### src/rtl/pif_pkg.sv
// Package: register map, bit positions and bus types of the peripheral flag bank
`default_nettype none
package pif_pkg;
    // Register byte offsets
    localparam logic [11:0] OFS_FLAGS_A   = 12'h000;
    localparam logic [11:0] OFS_FLAGS_B   = 12'h004;
    localparam logic [11:0] OFS_ENABLES_A = 12'h008;
    localparam logic [11:0] OFS_GATES     = 12'h00c;
    localparam logic [11:0] OFS_ENABLES_B = 12'h010;
    // Reset values
    localparam logic [7:0] FLAGS_A_RST   = 8'h00;
    localparam logic [7:0] FLAGS_B_RST   = 8'h00;
    localparam logic [7:0] ENABLES_A_RST = 8'h00;
    localparam logic [2:0] GATES_RST     = 3'h0;
    localparam logic [3:0] ENABLES_B_RST = 4'h0;
    // Implemented bits of the second flag register
    localparam logic [7:0] FLAGS_B_MASK  = 8'h0f;
    // First flag register bit positions
    localparam int A_PARALLEL    = 7;
    localparam int A_CONVERTER   = 6;
    localparam int A_RECEIVE     = 5;
    localparam int A_TRANSMIT    = 4;
    localparam int A_SERIAL      = 3;
    localparam int A_CAPCOMP1    = 2;
    localparam int A_TIMER2      = 1;
    localparam int A_TIMER1      = 0;
    // Second flag register bit positions
    localparam int B_COLLISION   = 3;
    localparam int B_LOW_VOLTAGE = 2;
    localparam int B_TIMER3      = 1;
    localparam int B_CAPCOMP2    = 0;
    // Gate register bit positions
    localparam int G_PERIPH      = 0;
    localparam int G_GLOBAL      = 1;
    localparam int G_PRIORITY    = 2;

    // Capture/compare unit operating modes
    typedef enum logic [1:0] {
        CC_OFF     = 2'b00,
        CC_CAPTURE = 2'b01,
        CC_COMPARE = 2'b10,
        CC_PWM     = 2'b11
    } capcomp_mode_t;

    // Single-cycle peripheral event pulses
    typedef struct packed {
        logic parallel_port;
        logic converter_done;
        logic receive_full;
        logic transmit_empty;
        logic serial_done;
        logic capcomp1_event;
        logic timer2_match;
        logic timer1_overflow;
        logic bus_collision;
        logic low_voltage;
        logic timer3_overflow;
        logic capcomp2_event;
    } periph_events_t;

    // APB request from the master
    typedef struct packed {
        logic        psel;
        logic        penable;
        logic        pwrite;
        logic [11:0] paddr;
        logic [31:0] pwdata;
    } apb_req_t;

    // APB answer to the master
    typedef struct packed {
        logic        pready;
        logic        pslverr;
        logic [31:0] prdata;
    } apb_rsp_t;
endpackage
`default_nettype wire

### src/rtl/capcomp_event_gate.sv
// Mode gate that qualifies one capture/compare unit's raw events
`default_nettype none
module capcomp_event_gate
    import pif_pkg::*;
(
    input  wire pif_pkg::capcomp_mode_t mode,
    input  wire logic                   capture_strobe,
    input  wire logic                   compare_match,
    output logic                        flag_event
);
    // Pulse-width mode never raises the flag
    always_comb begin
        case (mode)
            CC_CAPTURE: flag_event = capture_strobe;
            CC_COMPARE: flag_event = compare_match;
            CC_PWM:     flag_event = 1'b0;
            default:    flag_event = 1'b0;
        endcase
    end
endmodule
`default_nettype wire

### src/rtl/peripheral_interrupt_flags.sv
// Peripheral interrupt flag and enable bank with an APB register slave
//
// Functional notes
// First capcomp flag sets on timer1 compare match in compare mode; held until cleared.
// In pulse-width mode a capcomp unit never sets its flag.
// Timer2 count equal to period value sets first-register bit 1; software clears.
// Timer1 overflow sets first-register bit 0; held until software clears.
// Second-register bits 7..4 read zero; writes to them ignored.
// Serial bus collision sets second-register bit 3; software clears.
// Low-voltage trip sets second-register bit 2; software clears.
// Timer3 overflow sets second-register bit 1; software clears.
// Second capcomp capture or compare sets second-register bit 0; software clears.
// First enable register: eight RW bits, zero after reset.
// Flags set regardless of enable or global gate bits.
// Without priority scheme, request also needs the peripheral gate bit.
// Request is OR over all flag-and-enable pairs.
// Event in the clearing cycle wins; flag stays set.
`default_nettype none
module peripheral_interrupt_flags
    import pif_pkg::*;
(
    input  wire logic                   pclk,
    input  wire logic                   presetn,
    input  wire pif_pkg::apb_req_t      apb_req,
    output pif_pkg::apb_rsp_t           apb_rsp,
    input  wire pif_pkg::periph_events_t events,
    input  wire pif_pkg::capcomp_mode_t capcomp1_mode,
    input  wire pif_pkg::capcomp_mode_t capcomp2_mode,
    input  wire logic                   capcomp2_capture,
    input  wire logic                   capcomp2_compare,
    output logic                        peripheral_irq,
    output logic [7:0]                  pending_a,
    output logic [3:0]                  pending_b
);
    import pif_pkg::*;

    logic [7:0]  flags_a_r;
    logic [7:0]  flags_a_nxt;
    logic [7:0]  flags_b_r;
    logic [7:0]  flags_b_nxt;
    logic [7:0]  enables_a_r;
    logic [7:0]  enables_a_nxt;
    logic [3:0]  enables_b_r;
    logic [3:0]  enables_b_nxt;
    logic [2:0]  gates_r;
    logic [2:0]  gates_nxt;
    logic [31:0] prdata_r;
    logic [31:0] prdata_nxt;
    logic        irq_r;
    logic        irq_nxt;
    logic [7:0]  set_a;
    logic [7:0]  set_b;
    logic        cc1_event;
    logic        cc2_event;
    logic        wr_en;
    logic        rd_en;
    logic        addr_hit;

    // Address decode used only for the error response of reads and writes
    function automatic logic is_mapped(input logic [11:0] a);
        return (a == OFS_FLAGS_A) || (a == OFS_FLAGS_B) || (a == OFS_ENABLES_A)
            || (a == OFS_GATES) || (a == OFS_ENABLES_B);
    endfunction

    // Sticky flag update: set beats clear
    function automatic logic [7:0] sticky(input logic [7:0] cur, input logic [7:0] set,
                                          input logic wr, input logic [7:0] wdata);
        logic [7:0] held;
        held = wr ? (cur & wdata) : cur;
        return held | set;
    endfunction

    // first capcomp qualified
    capcomp_event_gate u_cc1 (
        .mode           (capcomp1_mode),
        .capture_strobe (events.capcomp1_event),
        .compare_match  (events.capcomp1_event),
        .flag_event     (cc1_event)
    );

    // second capcomp qualified
    capcomp_event_gate u_cc2 (
        .mode           (capcomp2_mode),
        .capture_strobe (capcomp2_capture),
        .compare_match  (capcomp2_compare),
        .flag_event     (cc2_event)
    );

    // APB strobes: write in the access phase, read in the setup phase; zero wait states
    assign wr_en    = apb_req.psel && apb_req.penable && apb_req.pwrite;
    assign rd_en    = apb_req.psel && !apb_req.penable && !apb_req.pwrite;
    assign addr_hit = is_mapped(apb_req.paddr);

    // Event set vectors, independent of every enable
    always_comb begin
        set_a = 8'h00;
        set_b = 8'h00;
        set_a[A_PARALLEL]    = events.parallel_port;
        set_a[A_CONVERTER]   = events.converter_done;
        set_a[A_RECEIVE]     = events.receive_full;
        set_a[A_TRANSMIT]    = events.transmit_empty;
        set_a[A_SERIAL]      = events.serial_done;
        // pwm masks capcomp
        set_a[A_CAPCOMP1]    = cc1_event;
        // timer2 period match
        set_a[A_TIMER2]      = events.timer2_match;
        // timer1 overflow
        set_a[A_TIMER1]      = events.timer1_overflow;
        // bus collision
        set_b[B_COLLISION]   = events.bus_collision;
        // low voltage
        set_b[B_LOW_VOLTAGE] = events.low_voltage;
        // timer3 overflow
        set_b[B_TIMER3]      = events.timer3_overflow;
        // second capcomp event
        set_b[B_CAPCOMP2]    = cc2_event;
    end

    // Flag next values
    always_comb begin
        // set wins clear
        flags_a_nxt   = sticky(flags_a_r, set_a,
                               wr_en && apb_req.paddr == OFS_FLAGS_A, apb_req.pwdata[7:0]);
        // upper bits masked
        flags_b_nxt   = sticky(flags_b_r, set_b,
                               wr_en && apb_req.paddr == OFS_FLAGS_B, apb_req.pwdata[7:0])
                        & FLAGS_B_MASK;
    end

    // Enable and gate next values; plain read/write storage
    always_comb begin
        // enable register write
        enables_a_nxt = (wr_en && apb_req.paddr == OFS_ENABLES_A) ? apb_req.pwdata[7:0] : enables_a_r;
        enables_b_nxt = (wr_en && apb_req.paddr == OFS_ENABLES_B) ? apb_req.pwdata[3:0] : enables_b_r;
        gates_nxt     = (wr_en && apb_req.paddr == OFS_GATES) ? apb_req.pwdata[2:0] : gates_r;
    end

    // Reading has no side effect, so polling never loses an event
    // Read data captured in the setup cycle, shown in the access phase
    always_comb begin
        prdata_nxt = prdata_r;
        if (rd_en) begin
            case (apb_req.paddr)
                OFS_FLAGS_A:   prdata_nxt = {24'h000000, flags_a_r};
                OFS_FLAGS_B:   prdata_nxt = {24'h000000, flags_b_r & FLAGS_B_MASK};
                OFS_ENABLES_A: prdata_nxt = {24'h000000, enables_a_r};
                OFS_GATES:     prdata_nxt = {29'h0, gates_r};
                OFS_ENABLES_B: prdata_nxt = {28'h0000000, enables_b_r};
                default:       prdata_nxt = 32'h00000000;
            endcase
        end
    end

    // Request combine, registered to keep the output glitch free
    always_comb begin
        logic any_pending;
        any_pending = 1'b0;
        // or of flag and enable
        any_pending = |(flags_a_r & enables_a_r) | |(flags_b_r[3:0] & enables_b_r);
        // Global gate only stored; the core applies it downstream
        // gate when no priority
        if (gates_r[G_PRIORITY])
            irq_nxt = any_pending;
        else
            irq_nxt = any_pending && gates_r[G_PERIPH];
    end

    // Flag registers; power-on leaves nothing pending
    always_ff @(posedge pclk or negedge presetn) begin
        if (!presetn) begin
            flags_a_r <= FLAGS_A_RST;
            flags_b_r <= FLAGS_B_RST;
        end else begin
            flags_a_r <= flags_a_nxt;
            flags_b_r <= flags_b_nxt;
        end
    end

    // Enable and gate registers
    always_ff @(posedge pclk or negedge presetn) begin
        if (!presetn) begin
            enables_a_r <= ENABLES_A_RST;
            enables_b_r <= ENABLES_B_RST;
            gates_r     <= GATES_RST;
        end else begin
            enables_a_r <= enables_a_nxt;
            enables_b_r <= enables_b_nxt;
            gates_r     <= gates_nxt;
        end
    end

    // Read data register
    always_ff @(posedge pclk or negedge presetn) begin
        if (!presetn) begin
            prdata_r <= 32'h00000000;
        end else begin
            prdata_r <= prdata_nxt;
        end
    end

    // Request register
    always_ff @(posedge pclk or negedge presetn) begin
        if (!presetn) begin
            irq_r <= 1'b0;
        end else begin
            irq_r <= irq_nxt;
        end
    end

    // Outputs
    always_comb begin
        apb_rsp.pready  = 1'b1;
        // Unmapped offsets answer with an error and change nothing
        apb_rsp.pslverr = apb_req.psel && apb_req.penable && !addr_hit;
        apb_rsp.prdata  = prdata_r;
    end
    assign peripheral_irq = irq_r;
    assign pending_a      = flags_a_r;
    assign pending_b      = flags_b_r[3:0];
endmodule
`default_nettype wire

### config.mk
export PLATFORM = sky130hd
export DESIGN_NAME = peripheral_interrupt_flags
export DESIGN_NICKNAME = d
export VERILOG_FILES = /design/src/rtl/pif_pkg.sv /design/src/rtl/capcomp_event_gate.sv /design/src/rtl/peripheral_interrupt_flags.sv
export SDC_FILE = /design/constraint.sdc
export NUM_CORES = 1
export LEC_CHECK = 0
export ABC_AREA = 1
export BUFFER_PORTS_ARGS = -buffer_cell sky130_fd_sc_hd__buf_4
export CORE_UTILIZATION = 25
export DETAILED_ROUTE_END_ITERATION = 10
export SETUP_SLACK_MARGIN = 0.3
export SLEW_MARGIN = 10
export SYNTH_ARGS = -nofsm -noshare
export SYNTH_HDL_FRONTEND = slang
export SYNTH_SLANG_ARGS = --single-unit
### constraint.sdc
create_clock -name pclk -period 0.96 [get_ports pclk]
set_input_delay 0.048 -clock pclk [delete_from_list [all_inputs] [get_ports pclk]]
set_output_delay 0.048 -clock pclk [all_outputs]
set_load 0.02 [all_outputs]
[Word-level counts from Yosys, hierarchy flattened]
Index checks and enable logic that the tools add are counted.
Storage, ports and cells
  register bits after elaboration: 60
  bits in latches: 0
  bits in writable memories: 0
  bits in read-only memories: 0
  input bits: 67
  word-level logic and storage cells: 50
  memories kept: 0
Operators by class
  add/subtract/negate cells: 0
  $mul: 0
  divide/modulo/power cells: 0
  order comparisons: 0
  equal/unequal tests: 8
  shifts and indexed selects: 0
  multiplexer cells: 6
  bitwise logic cells: 7
  reduce and logical (&&, ||, !) cells: 22
Operator list (number)
  $pmux 8 s5: 1
  $eq 12x4->1 const B: 2
  $and 8x8->8: 2
  $eq 12x3->1 const B: 1
  $eq 12x5->1 const B: 1
  $logic_not 12->1: 1
  $logic_and 1x1->1: 11
  $and 4x4->4: 2
  $mux 8: 1
  $or 8x8->8: 1
  $reduce_or 8->1: 1
  $eq 2x1->1 const B: 2
  $eq 2x2->1 const B: 2
  $logic_or 1x1->1: 4
  $mux 4: 1
  $or 4x4->4: 1
  $reduce_or 4->1: 1
  $logic_not 1->1: 3
  $mux 1: 2
  $pmux 1 s2: 1
  $reduce_or 2->1: 1
  $or 1x1->1: 1

[Depth between registers and ports, before layout]
Gate-level depths: netlist (run 1).
  depth in word-level cells: 7
  mapped depth: 9
  mapped depth without buffers: 8

[By module]
Synthesis (run 1) repeated with hierarchy kept, for this count alone.
Second synthesis, totals
  cells, all modules: 281
  area, all modules: 2150.8 µm²
By module, submodules not included
  peripheral_interrupt_flags: times used 1, cells each 267, area an instance 2053.2 µm²
  capcomp_event_gate: times used 2, cells each 7, area an instance 48.8 µm²

[Worst setup path before layout (run 1)]
No wires, ideal clock.
  path kind: register -> register
  start point: reg flags_a_r[2] (netlist: pending_a[2])
  end point: reg irq_r (netlist: peripheral_irq)
  setup time: 0.119 ns
  arrival: 1.063 ns
  path slack: -0.223 ns
  cell stages (with the launch flop): 6
  buffers on the path: 0
  clock period less this slack: 1.183 ns
  path through: dfrtp_1 > nand2_1 > nand4_1 > or2_2 > o22ai_1 > inv_1
Between the ends
  word-level cells in the longest chain between the ends: 5
Ends and longest elaborated chain
  start: declaration: RTL line peripheral_interrupt_flags.sv:37  | logic [7:0] flags_a_r;
  start signal: assignment: RTL line peripheral_interrupt_flags.sv:174  | flags_a_r <= flags_a_nxt;
  $and 8x8->8 *: RTL line peripheral_interrupt_flags.sv:159  | any_pending = |(flags_a_r & enables_a_r) | |(flags_b_r[3:0] & enables_b_r);
  $reduce_or 8->1 *: RTL line peripheral_interrupt_flags.sv:159
  $or 1x1->1 *: RTL line peripheral_interrupt_flags.sv:159
  $logic_and 1x1->1: RTL line peripheral_interrupt_flags.sv:165  | irq_nxt = any_pending && gates_r[G_PERIPH];
  $mux 1 *: RTL line peripheral_interrupt_flags.sv:162  | if (gates_r[G_PRIORITY])
  net irq_nxt: RTL line peripheral_interrupt_flags.sv:50  | logic irq_nxt;
  end signal: assignment: RTL line peripheral_interrupt_flags.sv:206  | irq_r <= irq_nxt;
  end: declaration: RTL line peripheral_interrupt_flags.sv:49  | logic irq_r;
Mark *: on every way through the listed nets, which the timed path passes. The rest lies on a longest branch.
A chain may end at the register's enable or synchronous reset.

[Worst setup path in the final report (run 1)]
  start point: reg flags_b_r[1]
  end point: reg irq_r (netlist: peripheral_irq)
Between the ends
  word-level cells in the longest chain between the ends: 5
Ends and longest elaborated chain
  start: declaration: RTL line peripheral_interrupt_flags.sv:39  | logic [7:0] flags_b_r;
  start signal: assignment: RTL line peripheral_interrupt_flags.sv:175  | flags_b_r <= flags_b_nxt;
  $and 4x4->4 *: RTL line peripheral_interrupt_flags.sv:159
  $reduce_or 4->1 *: RTL line peripheral_interrupt_flags.sv:159
  $or 1x1->1 *: RTL line peripheral_interrupt_flags.sv:159
  $logic_and 1x1->1: RTL line peripheral_interrupt_flags.sv:165
  $mux 1 *: RTL line peripheral_interrupt_flags.sv:162
  net irq_nxt: RTL line peripheral_interrupt_flags.sv:50
Marks and branches as above.

==> flow_summary.yaml, run 1 <==
yosys:
  synth-seq-cells: 36
  synth_edf_count: 0
  ys_seq_area_share_pct: 42.5
  syn_inst: 272
  synth_ff_type: "dfrtp_1"
  synthArstFlopShare_pct: 100
  yosysWarnings: 0
  yosysTopAreaCellShare_pct: 42.5
  syn_area_um2: 2120
  synth.avg_cell_area_um2: 7.79
  synth.most_common_cell: "nand2_1"
  yosys-top-cells-count: "57 x nand2_1, 36 x dfrtp_1, 35 x inv_1"
  synthTopCellsByArea: "dfrtp_1 43%, nand2_1 10%, buf_4 9.2%"
  synthDistinctLibCells: 28
  yosysTopAreaCell: "dfrtp_1"
finish:
  diodes: 0
  fin_util_pct: 48.7
  drive_gt1_share_pct: 59.9
  nNetsFinal: 467
  syn_to_final_growth_pct: 88.7
sta:
  slew_viol_final: 0
  fin_skew_ps: 6.85
  finalSetupViolations: 14
  fin_hold_ws_ps: -42.5
  hold_viol: 9
  fin_crit_ps: 1090
  rsz0062_at_grt: "yes"
  setup_tns_ps: -592
  fin_ws_ps: -126
  timing.final.crit_share_pct: 113
  max_freq_mhz: 921
grt:
  grt-ovfl-total: 0
  busiest_layer: "met2"
  antenna_found_initial: 0
  met2_usage_pct: 26.7
  grt_pass1_wl_um: 10500
  grt_pass1_vias: 2206
  grt_use_total_pct: 15.7
  grt_max_degree: 37
  use_met1_pct: 19.6
  grt_util_met3_pct: 3.64
cts:
  clk_path_buf_depth: 2
  path_clk_slew_ps: 80
  root_buffer: "clkbuf_8"
  numCtsBuffers: 5
  hold_buffers: 8
  cts_max_level: 2
  clk_latency_ps: 290
  cts_tree: "yes"
  cts.sinks: 36
floorplanning:
  initial_core_util_pct: 25.8
  row_count: 33
  fp.coreArea_um2: 8220
  die_area_um2: 8850
  die_h_um: 94.1
  io_pins: 114
  fp.dieW_um: 94.1
worst_setup_path:
  r2r_start: "flags_b_r[1]"
  crit_fanout: 2
  cp-start-kind: "flip-flop"
  crit_arrival_ps: 1270
  critPathKind: "flip-flop to flip-flop"
  rrSetupSlack_ps: -130
  cp_data_required_time_ps: 1140
  worst_setup_path_end_kind: "flip-flop"
  startpoint: "flags_b_r[1]"
route:
  wl_per_cell_um: 12.6
  routed_wl_um: 6360
  avgViaCountPerCell: 4.29
  first_pass_iters: 4
  drc: 0
  ant_nets: 0
  vias: 2164
  drtIter0Drc: 67
job:
  cap_violations: 0
power:
  power_w: 0.00338
  peakVddDrop_mv: 0.442
  power_density_nw_per_um2: 845
  p_leak_nw: 1.90
placed_design:
  gp_congestion: 0.772
  io_buffers: 63
  dp_hpwl_um: 4430
  dp_slack_ps: -228
worst_hold_path:
  worstHoldPathType: "input pin to flip-flop"
  worstHoldStart: "events[10]"
status:
  status: "finished with violations"
  violations: "negative hold slack, negative setup slack"
==> routing by layer <==
layer | routed length (um) | share of wire (%)
met2 | 3130 | 49
met4 | 94 | 1.5
met5 | 0 | 0
met3 | 298 | 4.7
met1 | 2840 | 45
==> worst paths after layout <==
kind | to | cells past startpoint
max in group asynchronous | pending_a[0] | 2
max | peripheral_irq | 5
min reg2reg | prdata_r[7] | 2
min in group asynchronous | enables_b_r[0] | 2
min | pending_a[6] | 2
max reg2reg | peripheral_irq | 5
==> cell families (layout without fill, tap and decap cells) <==
| group | count (synthesis) | after routing | share of synthesized area [%] |
|---|---|---|---|
| buf+inv | 66 | 169 | 17.5 |
| compound gates | 36 | 36 | 9.50 |
| simple gates | 130 | 131 | 28.9 |
| other cells | 2 | 25 | 0.354 |
| fa+ha+maj | 2 | 2 | 1.18 |
| flops | 36 | 36 | 42.5 |
==> final cells by class <==
cell class | count | area (um2)
flip-flops and latches | 36 | 911
multi-input cells | 194 | 1390
inverters | 36 | 165
fillers | 769 | 4220
repair buffers | 125 | 1300
clock buffers | 8 | 100
well taps | 105 | 131
==> cells in the final DEF, fill, tap and decap left out, drive strengths merged, types with 3 or more instances in the layout <==
| cell type | netlist | layout |
|---|---|---|
| buf | 30 | 116 |
| clkbuf | 0 | 8 |
| conb | 2 | 25 |
| dfrtp | 36 | 36 |
| dlygate4sd3 | 0 | 8 |
| inv | 36 | 36 |
| nand2 | 60 | 60 |
| nand3 | 32 | 33 |
| nand4 | 5 | 5 |
| nor2 | 25 | 25 |
| o21ai | 25 | 25 |
| o21bai | 4 | 4 |
| o22ai | 3 | 3 |
| or2 | 5 | 5 |
==> registers in the layout (all words and copies together) (netlist names) <==
register,count
peripheral_irq,1
pending_a,8
enables_b_r,4
enables_a_r,8
prdata_r,8
gates_r,3
flags_b_r,4
==> power breakdown <==
group          leakage [nW]  internal [W]  total, W  switching [W]
clock                0.0515      0.000655   0.00119       0.000534
combinational          1.42      0.000286  0.000638       0.000352
sequential            0.421       0.00154   0.00155      0.0000139
==> worst max-delay path, stage by stage, from the launching register on <==
cell	delay, ps
dfrtp_2	420
nand2_1	60
nand4_1	100
or2_4	240
o22ai_2	90
inv_1	60
==> stage by stage <==
stage / instances / hold WS [ps] / instance area (um2)
after floorplan: 295 / -248 / 2360
after global placement: 464 / 34.4 / 2990
after detailed placement: 464 / 35.4 / 2990
after CTS: 495 / -48.0 / 3780
after global routing: 504 / -52.9 / 4000
final: 504 / -42.5 / 4000
==> what timing repair did <==
action	in CTS	in global routing
cloned	3	0
setup buffers	12	9
endpoints found under the setup margin	58	90
gates resized for setup	115	42
hold endpoints to repair	48	7
pin swaps	41	34
Note: power is estimated with default switching activity, not from simulation.
==> run 2: changes to the inputs <==
Settings changed: MAX_ROUTING_LAYER set to met4.
==> run 2 against run 1 <==
Against the previous run: the flow still finishes with violations (negative hold slack, negative setup slack); largest cell class unchanged; clock power up 18%; die area is the same; setup slack worse by 41 ps; wire length is 5.7% higher; largest power group unchanged; highest routed layer unchanged; combinational power rose by 0.8%; non-clock buffer count rose by 3; critical path type unchanged.
==> flow_summary.yaml, run 2 (synthesis gave the netlist of run 1 again) <==
status:
  status: "finished with violations"
  violations: "negative hold slack, negative setup slack"
floorplanning:
  die_h_um: 94.1
  io_pins: 114
  row_count: 33
  initial_core_util_pct: 25.8
  fp.coreArea_um2: 8220
  die_area_um2: 8850
  fp.dieW_um: 94.1
route:
  routed_wl_um: 6730
  avgViaCountPerCell: 4.32
  ant_nets: 0
  first_pass_iters: 4
  drtIter0Drc: 122
  drc: 0
  wl_per_cell_um: 13.3
  vias: 2188
sta:
  max_freq_mhz: 888
  fin_skew_ps: 14.6
  fin_crit_ps: 1130
  setup_tns_ps: -926
  fin_ws_ps: -167
  timing.final.crit_share_pct: 117
  slew_viol_final: 0
  rsz0062_at_grt: "yes"
  hold_viol: 6
  finalSetupViolations: 14
  fin_hold_ws_ps: -33.9
grt:
  antenna_found_initial: 0
  grt_pass1_wl_um: 10200
  grt_max_degree: 37
  grt-ovfl-total: 0
  grt_pass1_vias: 2112
  grt_use_total_pct: 15.6
power:
  power_w: 0.00360
  power_density_nw_per_um2: 902
  p_leak_nw: 1.90
  peakVddDrop_mv: 0.434
worst_setup_path:
  crit_arrival_ps: 1320
  slowest_stage: "dfrtp_2"
  startpoint: "pending_a[6]"
  cp-start-kind: "flip-flop"
  cpPeakStageDelay_ps: 420
  critPathKind: "flip-flop to flip-flop"
  r2r_start: "pending_a[6]"
  rrSetupSlack_ps: -170
  worst_setup_path_end_kind: "flip-flop"
  cp_data_required_time_ps: 1150
  crit_fanout: 2
  path_cells: "nand2_2 > nand4_1 > or2_4 > o22ai_4 > inv_1"
finish:
  diodes: 0
  regArea_um2: 911
  final_cell_mix: "61 x buf_6, 51 x buf_4, 44 x nand2_1"
  nNetsFinal: 470
  multi_input_area_um2: 1360
  final_common_cell: "buf_6"
  drive_gt1_share_pct: 59.2
  n_fill_cell: 782
  syn_to_final_growth_pct: 88.1
cts:
  cts_tree: "yes"
  clk_latency_ps: 300
  clk_path_buf_depth: 2
  cts_max_level: 2
  path_clk_slew_ps: 80
  root_buffer: "clkbuf_8"
  cts.sinks: 36
  numCtsBuffers: 5
placed_design:
  dp_slack_ps: -217
  gp_congestion: 0.802
  dp_hpwl_um: 4460
  io_buffers: 63
worst_hold_path:
  worstHoldPathType: "input pin to flip-flop"
  worstHoldStart: "events[11]"
job:
  cap_violations: 0
==> run 2: where the power goes <==
group	internal [W]	switching [W]	total, W
sequential	0.00154	0.0000138	0.00155
combinational	0.000289	0.000355	0.000643
clock	0.000783	0.000619	0.00140
total	0.00261	0.000988	0.00360
==> run 2: per-layer routing <==
metal | vias up | routed length (um) | share of wire (%) | global-route usage, %
li1 | 1085 | - | - | -
met2 | 77 | 3410 | 51 | 26.3
met1 | 1018 | 2930 | 43 | 19.5
met4 | 0 | 55 | 0.82 | 3.21
met5 | - | 0 | 0 | -
met3 | 8 | 335 | 5.0 | 2.91
==> run 2: worst max-delay path, delay by kind of cell (launching register included) <==
kind / cells / cell delay [ps]
AO/OA/AOI/OAI: 1 / 110
flip-flops: 1 / 420
buffers and inverters: 1 / 60
AND/OR/NAND/NOR: 3 / 450
==> run 2: repair_timing <==
action	CTS	global route
setup endpoints to repair	58	72
hold buffers	8	2
setup buffers	15	8
pin swaps	43	21
hold endpoints to repair	48	4
cloned	2	0
resized for setup	115	33
==> run 2: area by class of cell <==
type | instances | area share, %
clock buffers | 5 | 1.73
clock inverters | 3 | 1.16
inverters | 36 | 4.20
multi-input cells | 194 | 34.1
flip-flops and latches | 36 | 22.8
well taps | 105 | 3.29
repair buffers | 128 | 32.7
==> run 2: metrics by stage <==
step	area [um2]	std cells	utilization [%]
after CTS	3790	497	46.1
after detailed placement	2990	464	36.4
after floorplan	2360	295	-
after global routing	3990	507	48.5
after global placement	2990	464	36.4
final	3990	507	48.5
==> run 2: final timing paths <==
| path | to | depth (start not counted) |
|---|---|---|
| worst max-delay path | peripheral_irq | 5 |
| worst min-delay path | pending_a[7] | 2 |
| worst max register to register | peripheral_irq | 5 |
| worst min register to register | gates_r[1] | 2 |
| max in group asynchronous | pending_a[6] | 2 |
| min in group asynchronous | gates_r[2] | 2 |
